$ cat config.mk
export PLATFORM = sky130hd
export DESIGN_NAME = pbs_sequencer
export DESIGN_NICKNAME = d
export VERILOG_FILES = /design/src/core/pbs_pkg.sv /design/src/core/pbs_sequencer.sv /design/src/core/pbs_sync.sv /design/src/core/pbs_tick.sv
export VERILOG_INCLUDE_DIRS = /design/src /design/src/core
export SDC_FILE = /design/constraint.sdc
export NUM_CORES = 1
export LEC_CHECK = 0
export ABC_AREA = 1
export BUFFER_PORTS_ARGS = -buffer_cell sky130_fd_sc_hd__buf_2
export CORE_ASPECT_RATIO = 0.9
export CORE_MARGIN = 10
export CORE_UTILIZATION = 53
export CTS_BUF_LIST = sky130_fd_sc_hd__clkbuf_8
export DETAILED_ROUTE_END_ITERATION = 16
export GPL_TIMING_DRIVEN = 0
export PLACE_DENSITY = 0.73
export SLEW_MARGIN = 5
export SYNTH_ARGS = -nofsm -noshare
export SYNTH_HDL_FRONTEND = slang
export SYNTH_SLANG_ARGS = --single-unit
$ cat constraint.sdc
create_clock -name clk -period 2.33 [get_ports clk]
set_input_delay 0.5825 -clock clk [delete_from_list [all_inputs] [get_ports clk]]
set_output_delay 0.5825 -clock clk [all_outputs]
set_load 0.02 [all_outputs]
$ cat src/core/pbs_regs.svh
// Timing constants of the pushbutton power sequencer.
`ifndef PBS_REGS_SVH
`define PBS_REGS_SVH
`define PBS_CLK_HZ 20000000
`define PBS_TURN_ON_DEBOUNCE_MS 128
`define PBS_POWER_ON_BLANK_MS 512
`define PBS_TURN_OFF_DEBOUNCE_MS 32
`define PBS_RELEASE_DEBOUNCE_MS 32
`define PBS_KILL_TIMEOUT_MS 128
`define PBS_RESTART_LOCKOUT_MS 256
`define PBS_KILL_MIN_PULSE_US 30
`define PBS_TICK_US 1000
`define PBS_CYC_PER_TICK (`PBS_CLK_HZ / 1000000 * `PBS_TICK_US)
`define PBS_KILL_FILT_CYC ((`PBS_CLK_HZ / 1000000) * `PBS_KILL_MIN_PULSE_US)
`define PBS_MS_W 16
`define PBS_CYC_W 16
`endif

$ cat src/core/pbs_pkg.sv
// Types shared by the pushbutton power sequencer.
`default_nettype none
package pbs_pkg;
    typedef enum logic [2:0] {
        PBS_IDLE = 3'b000,
        PBS_ON_DEB = 3'b001,
        PBS_BLANK = 3'b011,
        PBS_REL_ON = 3'b010,
        PBS_RUN = 3'b110,
        PBS_OFF_DEB = 3'b111,
        PBS_KILL_WAIT = 3'b101,
        PBS_LOCKOUT = 3'b100
    } pbs_state_t;
endpackage : pbs_pkg
`default_nettype wire

$ cat src/core/pbs_sequencer.sv
// Pushbutton on/off power sequencer with host shutdown handshake.
//
// Summary of operation
// - Reset leaves supply enable off.
// - Off: enable after 128 ms button low.
// - Button high restarts turn-on debounce.
// - Enable starts 512 ms blank, kill ignored.
// - Button not sampled during blanking.
// - Kill low at blank end aborts.
// - After blank, debounce release 32 ms.
// - On: off after 32 ms plus extension.
// - Button high restarts turn-off debounce.
// - Debounce done drives shutdown request low.
// - Request starts 128 ms plus delay timeout.
// - Kill during timeout disables at once.
// - Kill low while on disables immediately.
// - After off, 256 ms button lockout.
// - After off, debounce release 32 ms.
// - Then idle, awaiting new press.
// - Enable polarity set by parameter.
// - Kill low under 30 us ignored.
`include "pbs_regs.svh"
`default_nettype none
module pbs_sequencer #(
    // Clock cycles per timer tick; a smaller value only shortens simulation.
    parameter int CYC_PER_TICK = `PBS_CYC_PER_TICK,
    parameter bit ENABLE_ACTIVE_HIGH = 1'b1,
    parameter logic [`PBS_MS_W-1:0] OFF_DEBOUNCE_EXTEND = '0,
    parameter logic [`PBS_MS_W-1:0] KILL_DELAY_EXTEND = '0
) (
    input wire logic clk,
    input wire logic rst,
    input wire logic button_n,
    input wire logic kill_n,
    output logic supply_enable,
    output logic shutdown_req_n,
    output logic shutdown_req_n_oe,
    output pbs_pkg::pbs_state_t seq_state
);
    import pbs_pkg::*;

    // ****************************************
    // Time constants in ticks, kill filter in clock cycles
    // ****************************************
    localparam logic [`PBS_MS_W-1:0] ON_DEB = `PBS_MS_W'(`PBS_TURN_ON_DEBOUNCE_MS);
    localparam logic [`PBS_MS_W-1:0] BLANK = `PBS_MS_W'(`PBS_POWER_ON_BLANK_MS);
    localparam logic [`PBS_MS_W-1:0] REL = `PBS_MS_W'(`PBS_RELEASE_DEBOUNCE_MS);
    localparam logic [`PBS_MS_W-1:0] LOCK = `PBS_MS_W'(`PBS_RESTART_LOCKOUT_MS);
    localparam logic [`PBS_MS_W-1:0] OFF_DEB =
        `PBS_MS_W'(`PBS_TURN_OFF_DEBOUNCE_MS) + OFF_DEBOUNCE_EXTEND;
    localparam logic [`PBS_MS_W-1:0] KILL_TO =
        `PBS_MS_W'(`PBS_KILL_TIMEOUT_MS) + KILL_DELAY_EXTEND;
    localparam logic [`PBS_CYC_W-1:0] KILL_FILT = `PBS_CYC_W'(`PBS_KILL_FILT_CYC);

    // ****************************************
    // Input synchronisers and time base
    // ****************************************
    logic button_s;
    logic kill_s;
    logic tick;

    pbs_sync u_sync_button (
        .clk(clk),
        .rst(rst),
        .async_in(button_n),
        .sync_out(button_s)
    );
    pbs_sync u_sync_kill (
        .clk(clk),
        .rst(rst),
        .async_in(kill_n),
        .sync_out(kill_s)
    );
    pbs_tick #(
        .CYC_PER_TICK(CYC_PER_TICK)
    ) u_tick (
        .clk(clk),
        .rst(rst),
        .tick(tick)
    );

    // ****************************************
    // Kill glitch filter
    // ****************************************
    // The filtered kill level falls only after 30 us of continuous low, and
    // rises at once, so a short dip never ends a run.
    logic [`PBS_CYC_W-1:0] kill_cnt;
    logic [`PBS_CYC_W-1:0] next_kill_cnt;
    logic kill_low;
    logic next_kill_low;

    always_comb begin
        next_kill_cnt = kill_cnt;
        next_kill_low = kill_low;
        if (kill_s) begin
            next_kill_cnt = '0;
            next_kill_low = 1'b0;
        end else if (kill_cnt >= KILL_FILT - `PBS_CYC_W'(1)) begin
            next_kill_low = 1'b1;
        end else begin
            next_kill_cnt = kill_cnt + `PBS_CYC_W'(1);
        end
    end

    always_ff @(posedge clk or posedge rst) begin
        if (rst) begin
            kill_cnt <= '0;
            kill_low <= 1'b0;
        end else begin
            kill_cnt <= next_kill_cnt;
            kill_low <= next_kill_low;
        end
    end

    // ****************************************
    // Sequencer state machine
    // ****************************************
    pbs_state_t state;
    pbs_state_t next_state;
    logic [`PBS_MS_W-1:0] ms;
    logic [`PBS_MS_W-1:0] next_ms;
    logic en_on;
    logic next_en_on;
    logic req;
    logic next_req;
    logic [`PBS_MS_W-1:0] ms_inc;

    assign ms_inc = tick ? ms + `PBS_MS_W'(1) : ms;

    always_comb begin
        next_state = state;
        next_ms = ms_inc;
        next_en_on = en_on;
        next_req = req;
        unique case (state)
            PBS_IDLE: begin
                next_ms = '0;
                if (!button_s) begin
                    next_state = PBS_ON_DEB;
                end
            end
            PBS_ON_DEB: begin
                if (button_s) begin
                    next_state = PBS_IDLE;
                    next_ms = '0;
                // The tick phase is free, so one extra tick keeps the turn-on/turn-off debounce, blank and timeout spans a minimum.
                end else if (ms_inc > ON_DEB) begin
                    next_state = PBS_BLANK;
                    next_en_on = 1'b1;
                    next_ms = '0;
                end
            end
            PBS_BLANK: begin
                // Neither input is looked at until the window ends.
                if (ms_inc > BLANK) begin
                    next_ms = '0;
                    if (kill_low) begin
                        next_state = PBS_LOCKOUT;
                        next_en_on = 1'b0;
                    end else begin
                        next_state = PBS_REL_ON;
                    end
                end
            end
            PBS_REL_ON: begin
                if (kill_low) begin
                    next_state = PBS_LOCKOUT;
                    next_en_on = 1'b0;
                    next_ms = '0;
                end else if (!button_s) begin
                    next_ms = '0;
                end else if (ms_inc >= REL) begin
                    next_state = PBS_RUN;
                    next_ms = '0;
                end
            end
            PBS_RUN: begin
                next_ms = '0;
                if (kill_low) begin
                    next_state = PBS_LOCKOUT;
                    next_en_on = 1'b0;
                end else if (!button_s) begin
                    next_state = PBS_OFF_DEB;
                end
            end
            PBS_OFF_DEB: begin
                if (kill_low) begin
                    next_state = PBS_LOCKOUT;
                    next_en_on = 1'b0;
                    next_ms = '0;
                end else if (button_s) begin
                    next_state = PBS_RUN;
                    next_ms = '0;
                end else if (ms_inc > OFF_DEB) begin
                    next_state = PBS_KILL_WAIT;
                    next_req = 1'b1;
                    next_ms = '0;
                end
            end
            PBS_KILL_WAIT: begin
                if (kill_low || ms_inc > KILL_TO) begin
                    next_state = PBS_LOCKOUT;
                    next_en_on = 1'b0;
                    next_req = 1'b0;
                    next_ms = '0;
                end
            end
            PBS_LOCKOUT: begin
                // The lockout runs first; the release debounce then needs the
                // button high for a further 32 ms before a new press counts.
                if (ms < LOCK) begin
                    next_ms = ms_inc;
                end else if (!button_s) begin
                    next_ms = LOCK;
                end else if (ms_inc >= LOCK + REL) begin
                    next_state = PBS_IDLE;
                    next_ms = '0;
                end
            end
        endcase
        if (!next_en_on) begin
            next_req = 1'b0;
        end
    end

    always_ff @(posedge clk or posedge rst) begin
        if (rst) begin
            state <= PBS_IDLE;
            ms <= '0;
            en_on <= 1'b0;
            req <= 1'b0;
        end else begin
            state <= next_state;
            ms <= next_ms;
            en_on <= next_en_on;
            req <= next_req;
        end
    end

    // ****************************************
    // Outputs
    // ****************************************
    // Polarity is the only variant difference.
    assign supply_enable = ENABLE_ACTIVE_HIGH ? en_on : ~en_on;
    assign shutdown_req_n = ~req;
    assign shutdown_req_n_oe = req;
    assign seq_state = state;

    // ****************************************
    // Assertions
    // ****************************************
    a_reset_off: assert property (@(posedge clk) rst |=> !en_on)
        else $error("enable not off after reset");
    a_on_needs_press: assert property (@(posedge clk) disable iff (rst)
        $rose(en_on) |-> $past(state) == PBS_ON_DEB && $past(button_s)==1'b0)
        else $error("enable rose without a debounced press");
    a_on_bounce: assert property (@(posedge clk) disable iff (rst)
        state == PBS_ON_DEB && button_s |=> state == PBS_IDLE)
        else $error("turn-on debounce not restarted");
    a_blank_hold: assert property (@(posedge clk) disable iff (rst)
        state == PBS_BLANK && ms_inc <= BLANK |=> en_on && state == PBS_BLANK)
        else $error("blanking window broken early");
    a_abort: assert property (@(posedge clk) disable iff (rst)
        state == PBS_BLANK && ms_inc > BLANK && kill_low |=> !en_on)
        else $error("power-on not aborted");
    a_kill_off: assert property (@(posedge clk) disable iff (rst)
        kill_low && state inside {PBS_RUN, PBS_OFF_DEB, PBS_KILL_WAIT, PBS_REL_ON}
        |=> !en_on && !req)
        else $error("kill did not drop enable");
    a_req_flow: assert property (@(posedge clk) disable iff (rst)
        $rose(req) |-> $past(state) == PBS_OFF_DEB && en_on)
        else $error("request raised out of sequence");
    a_req_with_en: assert property (@(posedge clk) disable iff (rst)
        req |-> en_on)
        else $error("request held without enable");
    a_lockout: assert property (@(posedge clk) disable iff (rst)
        $fell(en_on) |=> state == PBS_LOCKOUT [*8])
        else $error("lockout not entered");
    a_off_bounce: assert property (@(posedge clk) disable iff (rst)
        state == PBS_OFF_DEB && button_s && !kill_low |=> state == PBS_RUN)
        else $error("turn-off debounce not restarted");

    // ****************************************
    // Timing assertions
    // ****************************************
    // Each span is checked as a minimum against the state timer, the kill filter against its own cycle counter.
    a_idle_off: assert property (@(posedge clk) disable iff (rst)
        state == PBS_IDLE |-> !en_on && !req)
        else $error("enable or request on while idle");
    a_on_deb_off: assert property (@(posedge clk) disable iff (rst)
        state == PBS_ON_DEB |-> !en_on)
        else $error("enable on during turn-on debounce");
    a_on_min_time: assert property (@(posedge clk) disable iff (rst)
        $rose(en_on) |-> $past(ms) >= ON_DEB)
        else $error("turn-on debounce too short");
    a_blank_start: assert property (@(posedge clk) disable iff (rst)
        $rose(en_on) |-> state == PBS_BLANK && ms == '0)
        else $error("blanking not started with enable");

    a_blank_kill: assert property (@(posedge clk) disable iff (rst)
        state == PBS_BLANK && ms_inc <= BLANK && kill_low |=> en_on)
        else $error("kill acted during blanking");
    a_blank_button: assert property (@(posedge clk) disable iff (rst)
        state == PBS_BLANK && ms_inc <= BLANK && !button_s |=> state == PBS_BLANK)
        else $error("button acted during blanking");
    a_rel_restart: assert property (@(posedge clk) disable iff (rst)
        state == PBS_REL_ON && !button_s && !kill_low |=> state == PBS_REL_ON && ms == '0)
        else $error("release debounce not restarted");
    a_run_entry: assert property (@(posedge clk) disable iff (rst)
        state == PBS_RUN && $past(state) == PBS_REL_ON |-> $past(ms_inc) >= REL)
        else $error("run entered before release debounce");

    a_req_min_time: assert property (@(posedge clk) disable iff (rst)
        $rose(req) |-> $past(ms) >= OFF_DEB)
        else $error("turn-off debounce too short");
    a_kill_wait_on: assert property (@(posedge clk) disable iff (rst)
        state == PBS_KILL_WAIT |-> req && en_on)
        else $error("kill wait without request");
    a_kill_wait_hold: assert property (@(posedge clk) disable iff (rst)
        state == PBS_KILL_WAIT && ms_inc <= KILL_TO && !kill_low |=> state == PBS_KILL_WAIT)
        else $error("kill timeout ended early");
    a_timeout: assert property (@(posedge clk) disable iff (rst)
        state == PBS_KILL_WAIT && ms_inc > KILL_TO |=> state == PBS_LOCKOUT && !en_on)
        else $error("kill timeout did not drop enable");

    a_lock_hold: assert property (@(posedge clk) disable iff (rst)
        state == PBS_LOCKOUT && ms < LOCK |=> state == PBS_LOCKOUT && !en_on)
        else $error("lockout left early");
    a_lock_release: assert property (@(posedge clk) disable iff (rst)
        state == PBS_LOCKOUT && ms >= LOCK && !button_s |=> state == PBS_LOCKOUT && ms == LOCK)
        else $error("release debounce not restarted after off");
    a_lock_exit: assert property (@(posedge clk) disable iff (rst)
        state == PBS_IDLE && $past(state) == PBS_LOCKOUT |-> $past(ms_inc) >= LOCK + REL)
        else $error("idle entered before lockout and release");

    a_glitch_drop: assert property (@(posedge clk) disable iff (rst)
        kill_s |=> !kill_low)
        else $error("filtered kill not cleared by high input");
    a_kill_min: assert property (@(posedge clk) disable iff (rst)
        $rose(kill_low) |-> kill_cnt == KILL_FILT - `PBS_CYC_W'(1))
        else $error("kill accepted before minimum width");
endmodule : pbs_sequencer
`default_nettype wire

$ cat src/core/pbs_sync.sv
// Two-flop synchroniser for an asynchronous input level.
`default_nettype none
module pbs_sync (
    input wire logic clk,
    input wire logic rst,
    input wire logic async_in,
    output logic sync_out
);
    logic stage1;
    logic next_stage1;
    logic next_sync_out;

    always_comb begin
        next_stage1 = async_in;
        next_sync_out = stage1;
    end

    // Resets high: both inputs idle high, so no false press at start-up.
    always_ff @(posedge clk or posedge rst) begin
        if (rst) begin
            stage1 <= 1'b1;
            sync_out <= 1'b1;
        end else begin
            stage1 <= next_stage1;
            sync_out <= next_sync_out;
        end
    end
endmodule : pbs_sync
`default_nettype wire

$ cat src/core/pbs_tick.sv
// Millisecond time base for the sequencer state timers; the kill filter counts clock cycles.
`include "pbs_regs.svh"
`default_nettype none
module pbs_tick #(
    parameter int CYC_PER_TICK = `PBS_CYC_PER_TICK
) (
    input wire logic clk,
    input wire logic rst,
    output logic tick
);
    localparam logic [`PBS_CYC_W-1:0] LAST = `PBS_CYC_W'(CYC_PER_TICK - 1);
    logic [`PBS_CYC_W-1:0] count;
    logic [`PBS_CYC_W-1:0] next_count;
    logic next_tick;

    always_comb begin
        next_tick = (count == LAST);
        next_count = next_tick ? '0 : count + `PBS_CYC_W'(1);
    end

    always_ff @(posedge clk or posedge rst) begin
        if (rst) begin
            count <= '0;
            tick <= 1'b0;
        end else begin
            count <= next_count;
            tick <= next_tick;
        end
    end
endmodule : pbs_tick
`default_nettype wire

==> impl_metrics.json <==
{
  "status": "complete, no violations",
  "final_cell_mix": "nand2_1 (90), inv_1 (77), nor2_1 (54)",
  "netlist_instances": 465,
  "multi_input_area_sq_um": 1830,
  "ys_seq_elements": 59,
  "fin_cells": 597,
  "cts_root_buf": "clkbuf_8",
  "nets": 512,
  "synth_seq_area_share": 0.428,
  "viasPerCell": 5.09,
  "hold_violations": 0,
  "io_pins": 10,
  "setup_viol": 0,
  "diodes": 0,
  "fin_crit_sh": 0.973,
  "place_congestion": 0.883,
  "grt_util_all_layers": 0.136,
  "fin_crit_ns": 2.27,
  "cts.sinks": 59,
  "cts_tree": "done",
  "fillers": 567,
  "hold_buffers": 0,
  "start_util": 0.556,
  "dieWidth_microns": 105,
  "via_count": 3038,
  "place_inst": 567,
  "clk_latency_ns": 0.34,
  "antenna_found_initial": 0,
  "regArea_sq_um": 1490,
  "worst_pin_slew_ns": 1.15,
  "end_kind": "register",
  "rsz0062_at_grt": "true",
  "cp.required_ns": 2.56,
  "grt_pass1_wl_mm": 11.8,
  "grt_pass1_vias": 2775,
  "fmax_mhz": 441,
  "slew_headroom": 0.223,
  "cp_max_fo": 8,
  "die-area_sq_um": 10200,
  "power_density_nw_per_um2": 607,
  "finClkSkew_ns": 0.00938,
  "drt_wl_total_mm": 7.33,
  "placed_area_sq_um": 3650,
  "die-height_microns": 96.6,
  "grt_max_degree": 37,
  "post_synth.cell_area_avg_sq_um": 7.44,
  "min_path_type": "in2async",
  "layout-drive-gt1-share": 0.229,
  "setup_ws_ns": 0.0626,
  "synth_cell_types": 36,
  "mostFrequentLayoutCell": "nand2_1",
  "drv_cap": 0,
  "drt_iter0_drc": 147,
  "synth_area_sq_um": 3460,
  "core_area_sq_um": 6220,
  "overflow": 0,
  "setup.worst_path.start_class": "register",
  "drt-pass1-iter-count": 4,
  "cts_htree_levels": 3,
  "placementRows": 27,
  "numCtsBuffers": 9,
  "port_buffers": 9,
  "yosysWarnings": 0,
  "worstSetupPathType": "reg2reg",
  "area_growth_pct": 18.6,
  "ir_worst_vdd_mv": 0.412,
  "design_area_sq_um": 4100,
  "remaining_drc_errors": 0,
  "dp_slack_ns": 0.0871,
  "dpl.hpwl_mm": 5.15,
  "cts_max_path_buffers": 2,
  "clkTransAtPathRegs_ns": 0.07,
  "power.total_mw": 2.49,
  "arrival_ns": 2.50,
  "drt-wirelength-per-cell_microns": 12.3,
  "p_leak_nw": 2.09,
  "slew_violations": 0,
  "drtAntennaViolNets": 0,
  "reg2regPathDepth": 16
}
what timing repair did:
| action | 4_1_cts | 5_1_grt |
|---|---|---|
| setup buffers | 0 | 13 |
| gates resized for setup | 0 | 45 |
| setup endpoints to repair | 0 | 18 |
routing by layer:
metal | global-route usage | up-vias | wire length, microns
met5 | 0 | - | 0
met2 | 0.215 | 69 | 3490
met1 | 0.173 | 1402 | 3400
met3 | 0.0364 | 7 | 373
met4 | 0.0503 | 0 | 67
li1 | - | 1560 | -
final cells by class:
type / count / area share
well taps: 87 / 0.0265
multi-input cells: 326 / 0.445
clock inverters: 6 / 0.0116
inverters: 84 / 0.0775
repair buffers: 23 / 0.0397
plain buffers: 2 / 0.00366
clock buffers: 10 / 0.0336
flip-flops and latches: 59 / 0.362
synth_stat cells, drive strengths merged:
master / instances / share of area
xnor2: 3 / 0.0076
nand4: 19 / 0.039
ha: 3 / 0.011
buf: 1 / 0.0022
o31ai: 1 / 0.0022
clkbuf: 1 / 0.0011
inv: 84 / 0.092
o211ai: 2 / 0.0043
nor4: 5 / 0.0090
dfrtp: 55 / 0.40
xor2: 7 / 0.018
nor2: 69 / 0.090
nand3b: 1 / 0.0022
o21ai: 14 / 0.022
nand2: 118 / 0.14
dfstp: 4 / 0.030
a221oi: 1 / 0.0025
a211oi: 1 / 0.0022
nand3: 42 / 0.070
a21oi: 12 / 0.017
nor3b: 6 / 0.013
conb: 1 / 0.0011
nor3: 14 / 0.024
o21a: 1 / 0.0022
sequential cells by signal, indices dropped and copies added (netlist names):
signal and count:
kill_cnt 16, kill_low 1, ms 16, seq_state 3, shutdown_req_n_oe 1, supply_enable 1
u_sync_button.next_sync_out 1, u_sync_button.sync_out 1, u_sync_kill.next_sync_out 1, u_sync_kill.sync_out 1, u_tick.count 16, u_tick.tick 1
metrics by stage:
stage	utilization	setup TNS, ns	hold slack [ns]
after global placement	0.584	-23.08	0.346
after CTS	0.617	0	0.280
after floorplan	-	0	0.345
after global routing	0.660	-0.611	0.305
final	0.660	0	0.284
after detailed placement	0.587	0	0.349
critical path: stages (launching register included):
cell,delay (ns)
dfrtp_1,0.41
buf_4,0.14
nand2_1,0.09
nor2_4,0.19
nand2_1,0.07
nand2_1,0.18
nor2_4,0.07
nand2_1,0.11
nor2_2,0.05
nand3_1,0.08
nand2_2,0.10
nand3_4,0.11
nand2_4,0.06
nor2_4,0.13
nand4_4,0.20
nand2_1,0.12
inv_1,0.05
logic make-up after synthesis:
group                    synth area share
AO/OA/AOI/OAI                      0.0532
buffers and inverters              0.0952
AND/OR/NAND/NOR                     0.386
flip-flops                          0.428
XOR/XNOR                           0.0253
other                             0.00108
adder cells (fa/ha/maj)            0.0109
path summary, 6_finish.rpt:
kind | slack (ns) | start | to
worst min register to register | 0.36 | u_sync_kill.next_sync_out | u_sync_kill.sync_out
max in group asynchronous | 1.45 | rst | ms[1]
min in group clk | 0.34 | kill_n | u_sync_kill.next_sync_out
worst max-delay path | 0.06 | ms[0] | ms[7]
worst min-delay path | 0.28 | rst | kill_cnt[15]
worst max register to register | 0.06 | ms[0] | ms[7]
power breakdown:
group / switching (mW) / internal (mW) / total [mW]
Combinational: 0.320 / 0.157 / 0.478
Clock: 0.438 / 0.425 / 0.864
Sequential: 0.0661 / 1.08 / 1.15
Note: power is estimated with default switching activity, not from simulation.
